**config.mk**
```make
export PLATFORM = sky130hd
export DESIGN_NAME = efm_top
export DESIGN_NICKNAME = d
export VERILOG_FILES = /design/src/rtl/efm_pkg.sv /design/src/rtl/efm_accum.sv /design/src/rtl/efm_top.sv
export VERILOG_INCLUDE_DIRS = /design/src /design/src/rtl
export SDC_FILE = /design/constraint.sdc
export NUM_CORES = 1
export LEC_CHECK = 0
export ABC_CLOCK_PERIOD_IN_PS = 8200
export BUFFER_PORTS_ARGS = -buffer_cell sky130_fd_sc_hd__buf_2
export CAP_MARGIN = 20
export CORE_AREA = 2 2 206 208
export CTS_CLUSTER_SIZE = 20
export DETAILED_ROUTE_END_ITERATION = 12
export DIE_AREA = 0 0 208 210
export PLACE_DENSITY_LB_ADDON = 0.15
export SETUP_SLACK_MARGIN = 0.15
export SYNTH_ARGS = -nofsm -noshare
export SYNTH_HDL_FRONTEND = slang
export SYNTH_HIERARCHICAL = 1
export SYNTH_SLANG_ARGS = --single-unit
```
**constraint.sdc**
```tcl
create_clock -name clk -period 8.2 [get_ports clk]
set_input_delay 0.82 -clock clk [delete_from_list [all_inputs] [get_ports clk]]
set_output_delay 0.82 -clock clk [all_outputs]
set_load 0.01 [all_outputs]
```
**src/rtl/efm_defs.svh**
```systemverilog
// Notes on behaviour
// - Modulator word is 24 bits wide
// - Modulus is fixed binary, never configurable
// - Exact mode keeps full 24-bit accumulator
// - Plain fractional mode exact only for binary fractions
// - Exact mode needs step count below 2^14
// - Step count reprogrammable or fixed for channels
// - Fractional needs enable set, bypass cleared
// - Fractional integer ratio held in 20..524284
// - New fractional word reloads the seed
`ifndef EFM_DEFS_SVH
`define EFM_DEFS_SVH

// ****************************************
// Register addresses
// ****************************************
`define EFM_ADDR_W 5
`define EFM_ADDR_INT 5'h03
`define EFM_ADDR_FRAC 5'h04
`define EFM_ADDR_CFG 5'h06
`define EFM_ADDR_STEP 5'h0C
`define EFM_ADDR_STAT 5'h10
`define EFM_ADDR_ACC 5'h11

// ****************************************
// Field widths and positions
// ****************************************
`define EFM_MOD_BITS 24
`define EFM_INT_BITS 19
`define EFM_STEP_BITS 14
`define EFM_DATA_W 24
`define EFM_CFG_FRAC_EN 11
`define EFM_CFG_BYPASS 7
`define EFM_CFG_SEED_LO 0

// ****************************************
// Limits and reset values
// ****************************************
`define EFM_INT_MIN 19'h00014
`define EFM_INT_MAX 19'h7FFFC
`define EFM_INT_RST 19'h00014
`define EFM_FRAC_RST 24'h000000
`define EFM_STEP_RST 14'h0000
`define EFM_SEED0 24'h000000
`define EFM_SEED1 24'h800000
`define EFM_SEED2 24'hB29D2B
`define EFM_SEED3 24'h50F5A1
`define EFM_SEED_RST 2'h2

`endif

```
**src/rtl/efm_pkg.sv**
```systemverilog
`include "efm_defs.svh"

package efm_pkg;

  typedef logic [`EFM_MOD_BITS-1:0] efm_word_t;
  typedef logic [`EFM_STEP_BITS-1:0] efm_step_t;
  typedef logic [`EFM_INT_BITS-1:0] efm_int_t;

  typedef struct packed {
    efm_word_t acc;
    efm_step_t aux;
    logic carry;
    logic step;
  } efm_acc_s;

  typedef struct packed {
    efm_int_t int_sh;
    efm_word_t frac_sh;
    efm_step_t step_sh;
    logic frac_en_sh;
    logic bypass_sh;
    logic [1:0] seed_sh;
    efm_int_t int_act;
    efm_word_t frac_act;
    efm_step_t step_act;
    efm_step_t res_act;
    logic frac_mode;
    logic exact_mode;
    logic [1:0] seed_act;
    logic pend;
    logic reseed_pend;
    logic [`EFM_INT_BITS:0] div;
    logic div_vld;
    logic ratio_err;
    logic [`EFM_DATA_W-1:0] rdata;
  } efm_top_s;

endpackage : efm_pkg

```
**src/rtl/efm_accum.sv**
```systemverilog
`include "efm_defs.svh"

module efm_accum (
  input wire logic clk,
  input wire logic rstn,
  input wire logic tick,
  input wire logic reseed,
  input wire logic exact,
  input wire efm_pkg::efm_word_t frac_word,
  input wire efm_pkg::efm_step_t step_count,
  input wire efm_pkg::efm_step_t residue,
  input wire efm_pkg::efm_word_t seed,
  output efm_pkg::efm_word_t acc_q,
  output logic carry_q,
  output logic step_q
);
  import efm_pkg::*;

  efm_acc_s s_q;
  efm_acc_s s_d;
  logic [`EFM_STEP_BITS:0] aux_sum;
  logic dec;
  logic [`EFM_MOD_BITS:0] sum;

  always_comb
  begin
    s_d = s_q;
    s_d.step = 1'b0;
    // Second accumulator spreads the ceiling excess r/M over M ticks,
    // so the 24-bit modulus stays whole while the mean is exact
    aux_sum = {1'b0, s_q.aux} + {1'b0, residue};
    dec = exact && (aux_sum >= {1'b0, step_count});
    sum = {1'b0, s_q.acc} + {1'b0, frac_word} - {{`EFM_MOD_BITS{1'b0}}, dec};
    if (tick)
      s_d.step = 1'b1;
    // Reload does not wait for the mode: a modulator switched on at
    // this tick must still start from the seed
    if (reseed)
    begin
      s_d.acc = seed;
      s_d.aux = '0;
      s_d.carry = 1'b0;
    end
    else if (tick)
    begin
      s_d.acc = sum[`EFM_MOD_BITS-1:0];
      s_d.carry = sum[`EFM_MOD_BITS];
      s_d.aux = dec ? aux_sum[`EFM_STEP_BITS-1:0] - step_count
                    : aux_sum[`EFM_STEP_BITS-1:0];
    end
  end

  always_ff @(posedge clk or negedge rstn)
  begin
    if (!rstn)
      s_q <= '0;
    else
      s_q <= s_d;
  end

  assign acc_q = s_q.acc;
  assign carry_q = s_q.carry;
  assign step_q = s_q.step;

endmodule : efm_accum

```
**src/rtl/efm_top.sv**
```systemverilog
`include "efm_defs.svh"

module efm_top (
  input wire logic clk,
  input wire logic rstn,
  input wire logic pd_tick,
  input wire logic reg_we,
  input wire logic [`EFM_ADDR_W-1:0] reg_addr,
  input wire logic [`EFM_DATA_W-1:0] reg_wdata,
  output logic [`EFM_DATA_W-1:0] reg_rdata,
  output logic [`EFM_INT_BITS:0] div_ratio,
  output logic div_valid,
  output logic frac_active,
  output logic exact_active,
  output logic ratio_err
);
  import efm_pkg::*;

  efm_top_s s_q;
  efm_top_s s_d;
  efm_word_t acc;
  logic acc_carry;
  logic acc_step;
  efm_word_t seed_val;
  logic exact;
  logic [`EFM_MOD_BITS+`EFM_STEP_BITS-1:0] prod;
  logic [`EFM_DATA_W-1:0] rd_mux;
  logic apply;

  // ****************************************
  // Helpers
  // ****************************************
  function automatic efm_int_t clamp_int(input efm_int_t n);
    if (n < `EFM_INT_MIN)
      return `EFM_INT_MIN;
    else if (n > `EFM_INT_MAX)
      return `EFM_INT_MAX;
    else
      return n;
  endfunction : clamp_int

  // Fractional window only; integer mode is not limited here
  function automatic logic out_of_range(input efm_int_t n);
    return (n < `EFM_INT_MIN) || (n > `EFM_INT_MAX);
  endfunction : out_of_range

  function automatic efm_word_t seed_sel(input logic [1:0] code);
    case (code)
      2'h0: return `EFM_SEED0;
      2'h1: return `EFM_SEED1;
      2'h2: return `EFM_SEED2;
      default: return `EFM_SEED3;
    endcase
  endfunction : seed_sel

  // ****************************************
  // Modulator accumulator
  // ****************************************
  // Zero step count means plain binary fractions only
  assign exact = s_q.exact_mode;
  assign seed_val = seed_sel(s_q.seed_act);
  assign apply = pd_tick && s_q.pend;

  // A pending seed code is the one used at the applying tick
  efm_accum u_accum (
    .clk(clk),
    .rstn(rstn),
    .tick(pd_tick && s_q.frac_mode),
    .reseed(apply && s_q.reseed_pend),
    .exact(exact),
    .frac_word(s_q.frac_act),
    .step_count(s_q.step_act),
    .residue(s_q.res_act),
    .seed(apply ? seed_sel(s_q.seed_sh) : seed_val),
    .acc_q(acc),
    .carry_q(acc_carry),
    .step_q(acc_step)
  );

  // Excess of the rounded-up word: frac*M mod 2^14 (low 14 product bits), always below M
  assign prod = s_q.frac_sh * s_q.step_sh;

  // ****************************************
  // Register read mux
  // ****************************************
  always_comb
  begin
    rd_mux = '0;
    if (reg_addr == `EFM_ADDR_INT)
      rd_mux = {5'h00, s_q.int_sh};
    else if (reg_addr == `EFM_ADDR_FRAC)
      rd_mux = s_q.frac_sh;
    else if (reg_addr == `EFM_ADDR_CFG)
    begin
      rd_mux[`EFM_CFG_FRAC_EN] = s_q.frac_en_sh;
      rd_mux[`EFM_CFG_BYPASS] = s_q.bypass_sh;
      rd_mux[`EFM_CFG_SEED_LO+1:`EFM_CFG_SEED_LO] = s_q.seed_sh;
    end
    else if (reg_addr == `EFM_ADDR_STEP)
      rd_mux = {10'h000, s_q.step_sh};
    else if (reg_addr == `EFM_ADDR_STAT)
      rd_mux = {20'h00000, s_q.pend, s_q.ratio_err, exact, s_q.frac_mode};
    else if (reg_addr == `EFM_ADDR_ACC)
      rd_mux = acc;
  end

  // ****************************************
  // Next state
  // ****************************************
  always_comb
  begin
    s_d = s_q;
    s_d.div_vld = 1'b0;
    s_d.rdata = rd_mux;

    // ****************************************
    // Apply at comparison tick
    // ****************************************
    // Words take effect only at a comparison tick, so a half-written
    // set of words never reaches the divider mid-cycle
    if (apply)
    begin
      s_d.int_act = s_q.int_sh;
      s_d.frac_act = s_q.frac_sh;
      s_d.step_act = s_q.step_sh;
      s_d.res_act = prod[`EFM_STEP_BITS-1:0];
      s_d.frac_mode = s_q.frac_en_sh && !s_q.bypass_sh;
      // Own flop, so the pin never lags the mode by a cycle
      s_d.exact_mode = s_d.frac_mode && (s_q.step_sh != '0);
      s_d.seed_act = s_q.seed_sh;
      s_d.pend = 1'b0;
      s_d.reseed_pend = 1'b0;
    end

    // ****************************************
    // Register writes
    // ****************************************
    // Writes land in the shadow set; a write in the apply cycle stays pending
    if (reg_we)
    begin
      if (reg_addr == `EFM_ADDR_INT)
      begin
        s_d.int_sh = reg_wdata[`EFM_INT_BITS-1:0];
        s_d.pend = 1'b1;
      end
      else if (reg_addr == `EFM_ADDR_FRAC)
      begin
        s_d.frac_sh = reg_wdata;
        s_d.pend = 1'b1;
        s_d.reseed_pend = 1'b1;
      end
      else if (reg_addr == `EFM_ADDR_CFG)
      begin
        s_d.frac_en_sh = reg_wdata[`EFM_CFG_FRAC_EN];
        s_d.bypass_sh = reg_wdata[`EFM_CFG_BYPASS];
        s_d.seed_sh = reg_wdata[`EFM_CFG_SEED_LO+1:`EFM_CFG_SEED_LO];
        s_d.pend = 1'b1;
        s_d.reseed_pend = 1'b1;
      end
      else if (reg_addr == `EFM_ADDR_STEP)
      begin
        s_d.step_sh = reg_wdata[`EFM_STEP_BITS-1:0];
        s_d.pend = 1'b1;
      end
    end

    // ****************************************
    // Divider word
    // ****************************************
    // Flag follows the mode and word in force after this edge, so
    // leaving fractional mode never leaves a stale flag for a cycle
    s_d.ratio_err = s_d.frac_mode && out_of_range(s_d.int_act);

    // Integer mode passes the word untouched; fractional clamps it
    if (s_q.frac_mode)
    begin
      if (acc_step)
      begin
        s_d.div = {1'b0, clamp_int(s_q.int_act)}
                  + {{`EFM_INT_BITS{1'b0}}, acc_carry};
        s_d.div_vld = 1'b1;
      end
    end
    else
    begin
      if (pd_tick)
      begin
        // The applying tick already divides by the new word
        s_d.div = {1'b0, apply ? s_q.int_sh : s_q.int_act};
        s_d.div_vld = 1'b1;
      end
    end
  end

  always_ff @(posedge clk or negedge rstn)
  begin
    if (!rstn)
    begin
      s_q <= '0;
      s_q.int_sh <= `EFM_INT_RST;
      s_q.int_act <= `EFM_INT_RST;
      s_q.frac_sh <= `EFM_FRAC_RST;
      s_q.frac_act <= `EFM_FRAC_RST;
      s_q.step_sh <= `EFM_STEP_RST;
      s_q.step_act <= `EFM_STEP_RST;
      s_q.seed_sh <= `EFM_SEED_RST;
      s_q.seed_act <= `EFM_SEED_RST;
    end
    else
      s_q <= s_d;
  end

  // ****************************************
  // Outputs
  // ****************************************
  assign reg_rdata = s_q.rdata;
  assign div_ratio = s_q.div;
  assign div_valid = s_q.div_vld;
  assign frac_active = s_q.frac_mode;
  assign exact_active = s_q.exact_mode;
  assign ratio_err = s_q.ratio_err;

endmodule : efm_top

```
==> impl_metrics.toml, run 1 <==
[placed_design]
gp_congestion = 0.857
portBuffers = 80
post-place-ws_ns = 1.72
dp_hpwl_mm = 31.9

[clock_network]
cts_hold_buffers = 0
cts.clk_slew.worst_paths_ns = 0.06
h-tree-depth = 1
post_cts_buffers = 0
ctsResizeCount = 0
root_buffer = "clkbuf_16"
cts_tree = "built"
clkSinkCount = 224
clock_latency_ns = 0.58
cts-buffers-inserted = 28
clock_path_buffers = 3

[detailed_routing]
routed_wl_mm = 44.9
drt_first_pass_iters = 5
drt_iter0_drc = 909
avgViaCountPerCell = 5.29
drt-wirelength-per-cell_um = 19.0
antenna_left = 0
dr_total_vias = 12500
route.detailed.drc = 0

[die]
rows = 75
io_pins = 81
coreArea_mm2 = 0.0415
start_util = 0.396
fp.dieH_um = 210
dieArea_mm2 = 0.0437
die_x_um = 208

[grt]
antenna_found_initial = 1
grt_pass1_vias = 12500
grt.total_usage = 0.208
grt_pass1_wl_mm = 71.8
grt_max_degree = 122
overflow = 0

[critical_path]
critPathLaunchType = "flop"
crit_slowest_cell = "ha_1"
crit_path_max_incr_delay_ns = 0.41
setup.worst_path.start = "u_accum/s_q[2]"
path_class = "reg2reg"
path_max_fanout = 16
critPathCaptureType = "flop"
cp_common_cell = "ha_1"
cp.required_ns = 8.66
rr_startpoint = "u_accum/s_q[2]"
crit_arrival_ns = 6.93

[timing]
finalHoldViolCount = 0
setup_violations = 0
slew_viol_final = 0
worstMarginPinSlew_ns = 1.05
slew-limit-headroom = 0.296
fin_crit_ns = 6.47
setup_slack_ns = 1.73
finalClockSkew_ns = 0.0281
fmax_mhz = 154
finalCritPeriodShare = 0.790
rsz0062_at_grt = "no"
finalSetupTns_ns = 0

[layout]
area_delta_synth_final_pct = 8.32
fin_util = 0.429
drive_gt1_frac = 0.128
final_nets = 2019
fillers = 4137
multi_input_area_mm2 = 0.00916
ff_latch_area_mm2 = 0.00561

[pwr]
power.density_mw_per_mm2 = 411
p_total_mw = 7.31
vdd_drop_max_v = 0.000185
p_leak_nw = 8.80

[synthesis]
syn_inst = 1825
async_flop_share = 1.00
ys_ff_latch = 224
synth_edf_count = 0
yosysSeqAreaShare = 0.342
syn_avg_cell_area_um2 = 9.00
yosys.area_share.xor_xnor = 0.0429
synth.distinct_cells = 83
synth_compound_area_frac = 0.121
synth.area.mux_share = 0.0629
ys_warn_count = 6
synth_fa_ha_area_frac = 0.166
synth_top_family_by_area = "adder cells"
synth_flop_cell = "dfrtp_1"
synth_area_mm2 = 0.0164
yosys.area_share.simple = 0.163

[run]
maxCapViolations = 0

[run_status]
status = "finished, final reports clean"

[hold_path]
hp-class = "in2async"
-- report_power, final --
group	total [mW]	switching, mW	internal (mW)
clock network	1.32	0.516	0.809
registers	1.82	0.400	1.42
logic	4.17	2.37	1.80
-- cell type report --
class / instances / share of cell area
flip-flops and latches: 224 / 0.315
multi-input cells: 1237 / 0.515
well taps: 539 / 0.0379
clock buffers: 36 / 0.0444
clock inverters: 15 / 0.0120
inverters: 220 / 0.0467
repair buffers: 93 / 0.0285
diodes: 1 / 0.000141
-- critical path: cells and delay by family, from the launching register on --
kind	cells	cell delay [ns]
AOI/OAI and AO/OA	11	2.52
adders and majority gates	6	1.71
and+or+nand+nor	7	1.26
DFF	1	0.38
buffers and inverters	4	0.36
xor gates and xnor gates	1	0.14
-- cell families after synthesis --
kind of cell,count (synthesis)
flip-flops,224
buffers and inverters,370
other,1
multiplexers,95
adder cells (fa/ha/maj),182
AND/OR/NAND/NOR,583
XOR/XNOR,78
AO/OA/AOI/OAI,292
-- cell usage in the layout (no fill, tap or decap), types with 6 or more instances in the layout --
cell type,n
a21o_1,27
a22o_1,7
a211oi_1,16
clkbuf_8,6
buf_2,79
nand4_1,19
o211ai_1,9
or3_1,7
inv_1,218
a221o_1,8
a21oi_1,66
nand3_1,22
and2_1,52
a222oi_1,13
nor3b_1,9
conb_1,7
nor4_1,13
mux2_2,63
xnor2_1,44
dfrtp_1,218
dfstp_2,6
nor3_1,15
nand2_1,318
nor2b_1,6
nor2_1,73
o21bai_1,7
clkbuf_16,28
a31oi_1,13
o21ai_0,60
xor2_1,32
ha_1,123
a22oi_1,11
buf_4,13
mux2i_1,29
o21ai_1,6
and3_1,12
fa_1,59
o21a_1,9
-- registers in the layout (all words and copies together), names as in the netlist, 14 cells and up --
signal,cells
div_ratio,20
reg_rdata,24
s_q,136
u_accum/acc_q,24
u_accum/s_q,14
-- per-stage QoR --
step / hold slack [ns] / instances / instance area, um^2
5_1_grt: 0.443 / 2365 / 17800
4_1_cts: 0.405 / 2364 / 17800
2_1_floorplan: 0.443 / 1831 / 16500
6_report: 0.342 / 2365 / 17800
3_5_place_dp: 0.464 / 2313 / 16800
3_3_place_gp: 0.458 / 2313 / 16800
-- cell usage after synthesis (all sizes together), types with 22 or more instances --
cell / number / area share
o21ai: 67 / 0.021
buf: 88 / 0.038
xor2: 32 / 0.017
xnor2: 45 / 0.024
nand3: 22 / 0.0067
clkbuf: 62 / 0.014
fa: 59 / 0.072
and2: 54 / 0.021
ha: 123 / 0.094
dfrtp: 218 / 0.33
a21oi: 66 / 0.020
inv: 219 / 0.050
nor2: 74 / 0.017
nand2: 321 / 0.074
a21o: 28 / 0.013
mux2: 66 / 0.045
mux2i: 29 / 0.018
-- path summary, 6_finish.rpt --
kind | end | slack [ns] | cells past startpoint
setup / recovery | u_accum/acc_q[18] | 1.73 | 29
hold / removal | u_accum/s_q[11] | 0.34 | 1
setup reg to reg | u_accum/acc_q[18] | 1.73 | 29
hold reg to reg | s_q[49] | 0.47 | 2
max in group asynchronous | s_q[110] | 6.55 | 2
min in group clk | s_q[162] | 0.47 | 2
-- per-layer routing --
metal | global-route usage | vias up | share of wire
li1 | - | 5979 | -
met1 | 0.310 | 6127 | 0.49
met2 | 0.315 | 343 | 0.43
met3 | 0.0299 | 66 | 0.058
met4 | 0.0570 | 0 | 0.024
met5 | 0 | - | 0
Note: power is estimated with default switching activity, not from simulation.
==> run 2, diff against run 1 <==
--- a/config.mk
+++ b/config.mk
@@ -6,7 +6,7 @@
 export SDC_FILE = /design/constraint.sdc
 export NUM_CORES = 1
 export LEC_CHECK = 0
-export ABC_CLOCK_PERIOD_IN_PS = 8200
+export ABC_CLOCK_PERIOD_IN_PS = 5400
 export BUFFER_PORTS_ARGS = -buffer_cell sky130_fd_sc_hd__buf_2
 export CAP_MARGIN = 20
 export CORE_AREA = 2 2 206 208
==> constraint.sdc (replaced) <==
create_clock -name clk -period 5.4 [get_ports clk]
set_input_delay 0.54 -clock clk [delete_from_list [all_inputs] [get_ports clk]]
set_output_delay 0.54 -clock clk [all_outputs]
set_load 0.01 [all_outputs]
==> run 2 against run 1 <==
  * The flow now finishes with violations (negative setup slack)
  * Highest routed layer unchanged
  * Critical endpoint unchanged
  * Largest power group unchanged
  * Fmax rose by 17%
  * Power up 74%
  * Sequential share of layout area decreased by 2.1 points
  * Clock power grew 52%
  * Die area did not move
==> impl_metrics.toml, run 2 (same netlist as run 1, synthesis figures left out) <==
[run_status]
status = "complete, but fails checks"
violations = "negative setup slack"

[critical_path]
path_max_fanout = 4
critPathCaptureType = "flop"
crit_path_max_incr_delay_ns = 0.40
crit_arrival_ns = 6.01
crit_slowest_cell = "fa_2"
r2r_slack_ns = -0.15
cp_common_cell = "a21oi_2"
cp.required_ns = 5.85
critPathLaunchType = "flop"
path_class = "reg2reg"

[layout]
final_cells = 2465
final_nets = 2120
area_delta_synth_final_pct = 16.1
largest_reg_flops = 136
mostFrequentLayoutCell = "nand2_1"
stdcell_area_mm2 = 0.0191
fillers = 4087
antenna_cells = 0
top_register = "s_q"
drive_gt1_frac = 0.217
final_cell_mix = "nand2_1 (317), dfrtp_1 (211), inv_1 (201)"

[clock_network]
root_buffer = "clkbuf_16"
cts_hold_buffers = 0
cts-buffers-inserted = 27
cts.clk_slew.worst_paths_ns = 0.07
clkSinkCount = 224
clock_latency_ns = 0.57
h-tree-depth = 1
clock_path_buffers = 3
cts_tree = "built"

[grt]
grt.total_usage = 0.211
antenna_found_initial = 0
grt_max_degree = 130
grt_pass1_wl_mm = 73.6
overflow = 0
grt_pass1_vias = 13000

[timing]
setup_slack_ns = -0.152
fmax_mhz = 180
slew_viol_final = 0
finalCritPeriodShare = 1.03
finalClockSkew_ns = 0.0205
setup_violations = 5
finalHoldViolCount = 0
rsz0062_at_grt = "yes"
slew-limit-headroom = 0.274
fin_crit_ns = 5.55
worstMarginPinSlew_ns = 1.09

[detailed_routing]
antenna_left = 0
drt_first_pass_iters = 5
routed_wl_mm = 45.9
drt_iter0_drc = 713
route.detailed.drc = 0
drt-wirelength-per-cell_um = 18.6
dr_total_vias = 12900
avgViaCountPerCell = 5.22

[pwr]
power.density_mw_per_mm2 = 668
vdd_drop_max_v = 0.000317
p_leak_nw = 9.39

[placed_design]
portBuffers = 80
post-place-cells = 2380
dp_hpwl_mm = 33.2
placed_cell_area_mm2 = 0.0174
gp_congestion = 0.848

[die]
die_x_um = 208
fp.dieH_um = 210
rows = 75
start_util = 0.396
io_pins = 81
coreArea_mm2 = 0.0415
dieArea_mm2 = 0.0437

[hold_path]
hp-class = "in2async"

[run]
maxCapViolations = 0
==> run 2: cell count changes in the layout (fill, tap and decap cells not counted), sizes merged <==
| cell | delta |
|---|---|
| clkinvlp | -4 |
| buf | +102 |
| clkinv | -1 |
| diode | -1 |
| clkbuf | +3 |
| inv | +1 |
==> run 2: worst max-delay path, delay by kind of cell (launching register included) <==
| family | cells | cell delay [ns] |
|---|---|---|
| adders and majority gates | 6 | 1.49 |
| xor gates and xnor gates | 1 | 0.08 |
| DFF | 1 | 0.38 |
| and+or+nand+nor | 8 | 1.31 |
| AOI/OAI and AO/OA | 11 | 1.98 |
| buffers and inverters | 4 | 0.19 |
==> run 2: worst paths after layout <==
check                               startpoint                 to  cells after the start
worst max register to register  u_accum/s_q[2]  u_accum/acc_q[18]                     30
worst max-delay path            u_accum/s_q[2]  u_accum/acc_q[18]                     30
worst min-delay path                      rstn            s_q[64]                      1
max in group asynchronous                 rstn           s_q[158]                      2
worst min register to register         s_q[49]            s_q[49]                      2
min in group clk                 reg_wdata[21]           s_q[162]                      2
==> run 2: repair_timing <==
item / 4_1_cts / 5_1_grt
setup endpoints to repair: 21 / 25
pin swaps: 59 / 54
buffers inserted: 16 / 19
resized for setup: 57 / 47
==> run 2: layout make-up <==
| class | count | area [um^2] | share of cell area |
|---|---|---|---|
| Clock buffer | 39 | 811 | 0.0425 |
| Clock inverter | 11 | 170 | 0.00892 |
| Inverter | 220 | 836 | 0.0438 |
| Multi-Input combinational cell | 1237 | 9590 | 0.503 |
| Sequential cell | 224 | 5620 | 0.295 |
| Tap cell | 539 | 674 | 0.0354 |
| Timing Repair Buffer | 195 | 1360 | 0.0715 |
==> run 2: report_power, final <==
group | switching [mW] | total [mW] | leakage (nW) | internal (mW)
Sequential | 0.508 | 2.67 | 2.88 | 2.16
Clock | 0.778 | 2.01 | 0.491 | 1.23
Combinational | 4.24 | 8.06 | 6.01 | 3.83
==> run 2: per-stage QoR <==
stage	util	hold slack [ns]	setup WS, ns	total power [mW]	TNS [ns]
floorplan	-	0.244	-0.271	7.80	-0.620
global placement	0.420	0.459	-0.278	9.69	-2.39
detailed placement	0.420	0.462	-0.393	9.75	-4.01
CTS	0.452	0.158	-0.181	12.4	-0.367
global route	0.460	0.171	-0.437	13.8	-4.17
finish	0.460	0.0852	-0.152	12.7	-0.295
==> run 2: routing by layer <==
| layer | vias up | global-route usage | wire length [um] |
|---|---|---|---|
| li1 | 6173 | - | - |
| met1 | 6339 | 0.311 | 22600 |
| met2 | 296 | 0.333 | 20400 |
| met3 | 65 | 0.0234 | 1970 |
| met4 | 0 | 0.0482 | 927 |
| met5 | - | 0 | 0 |
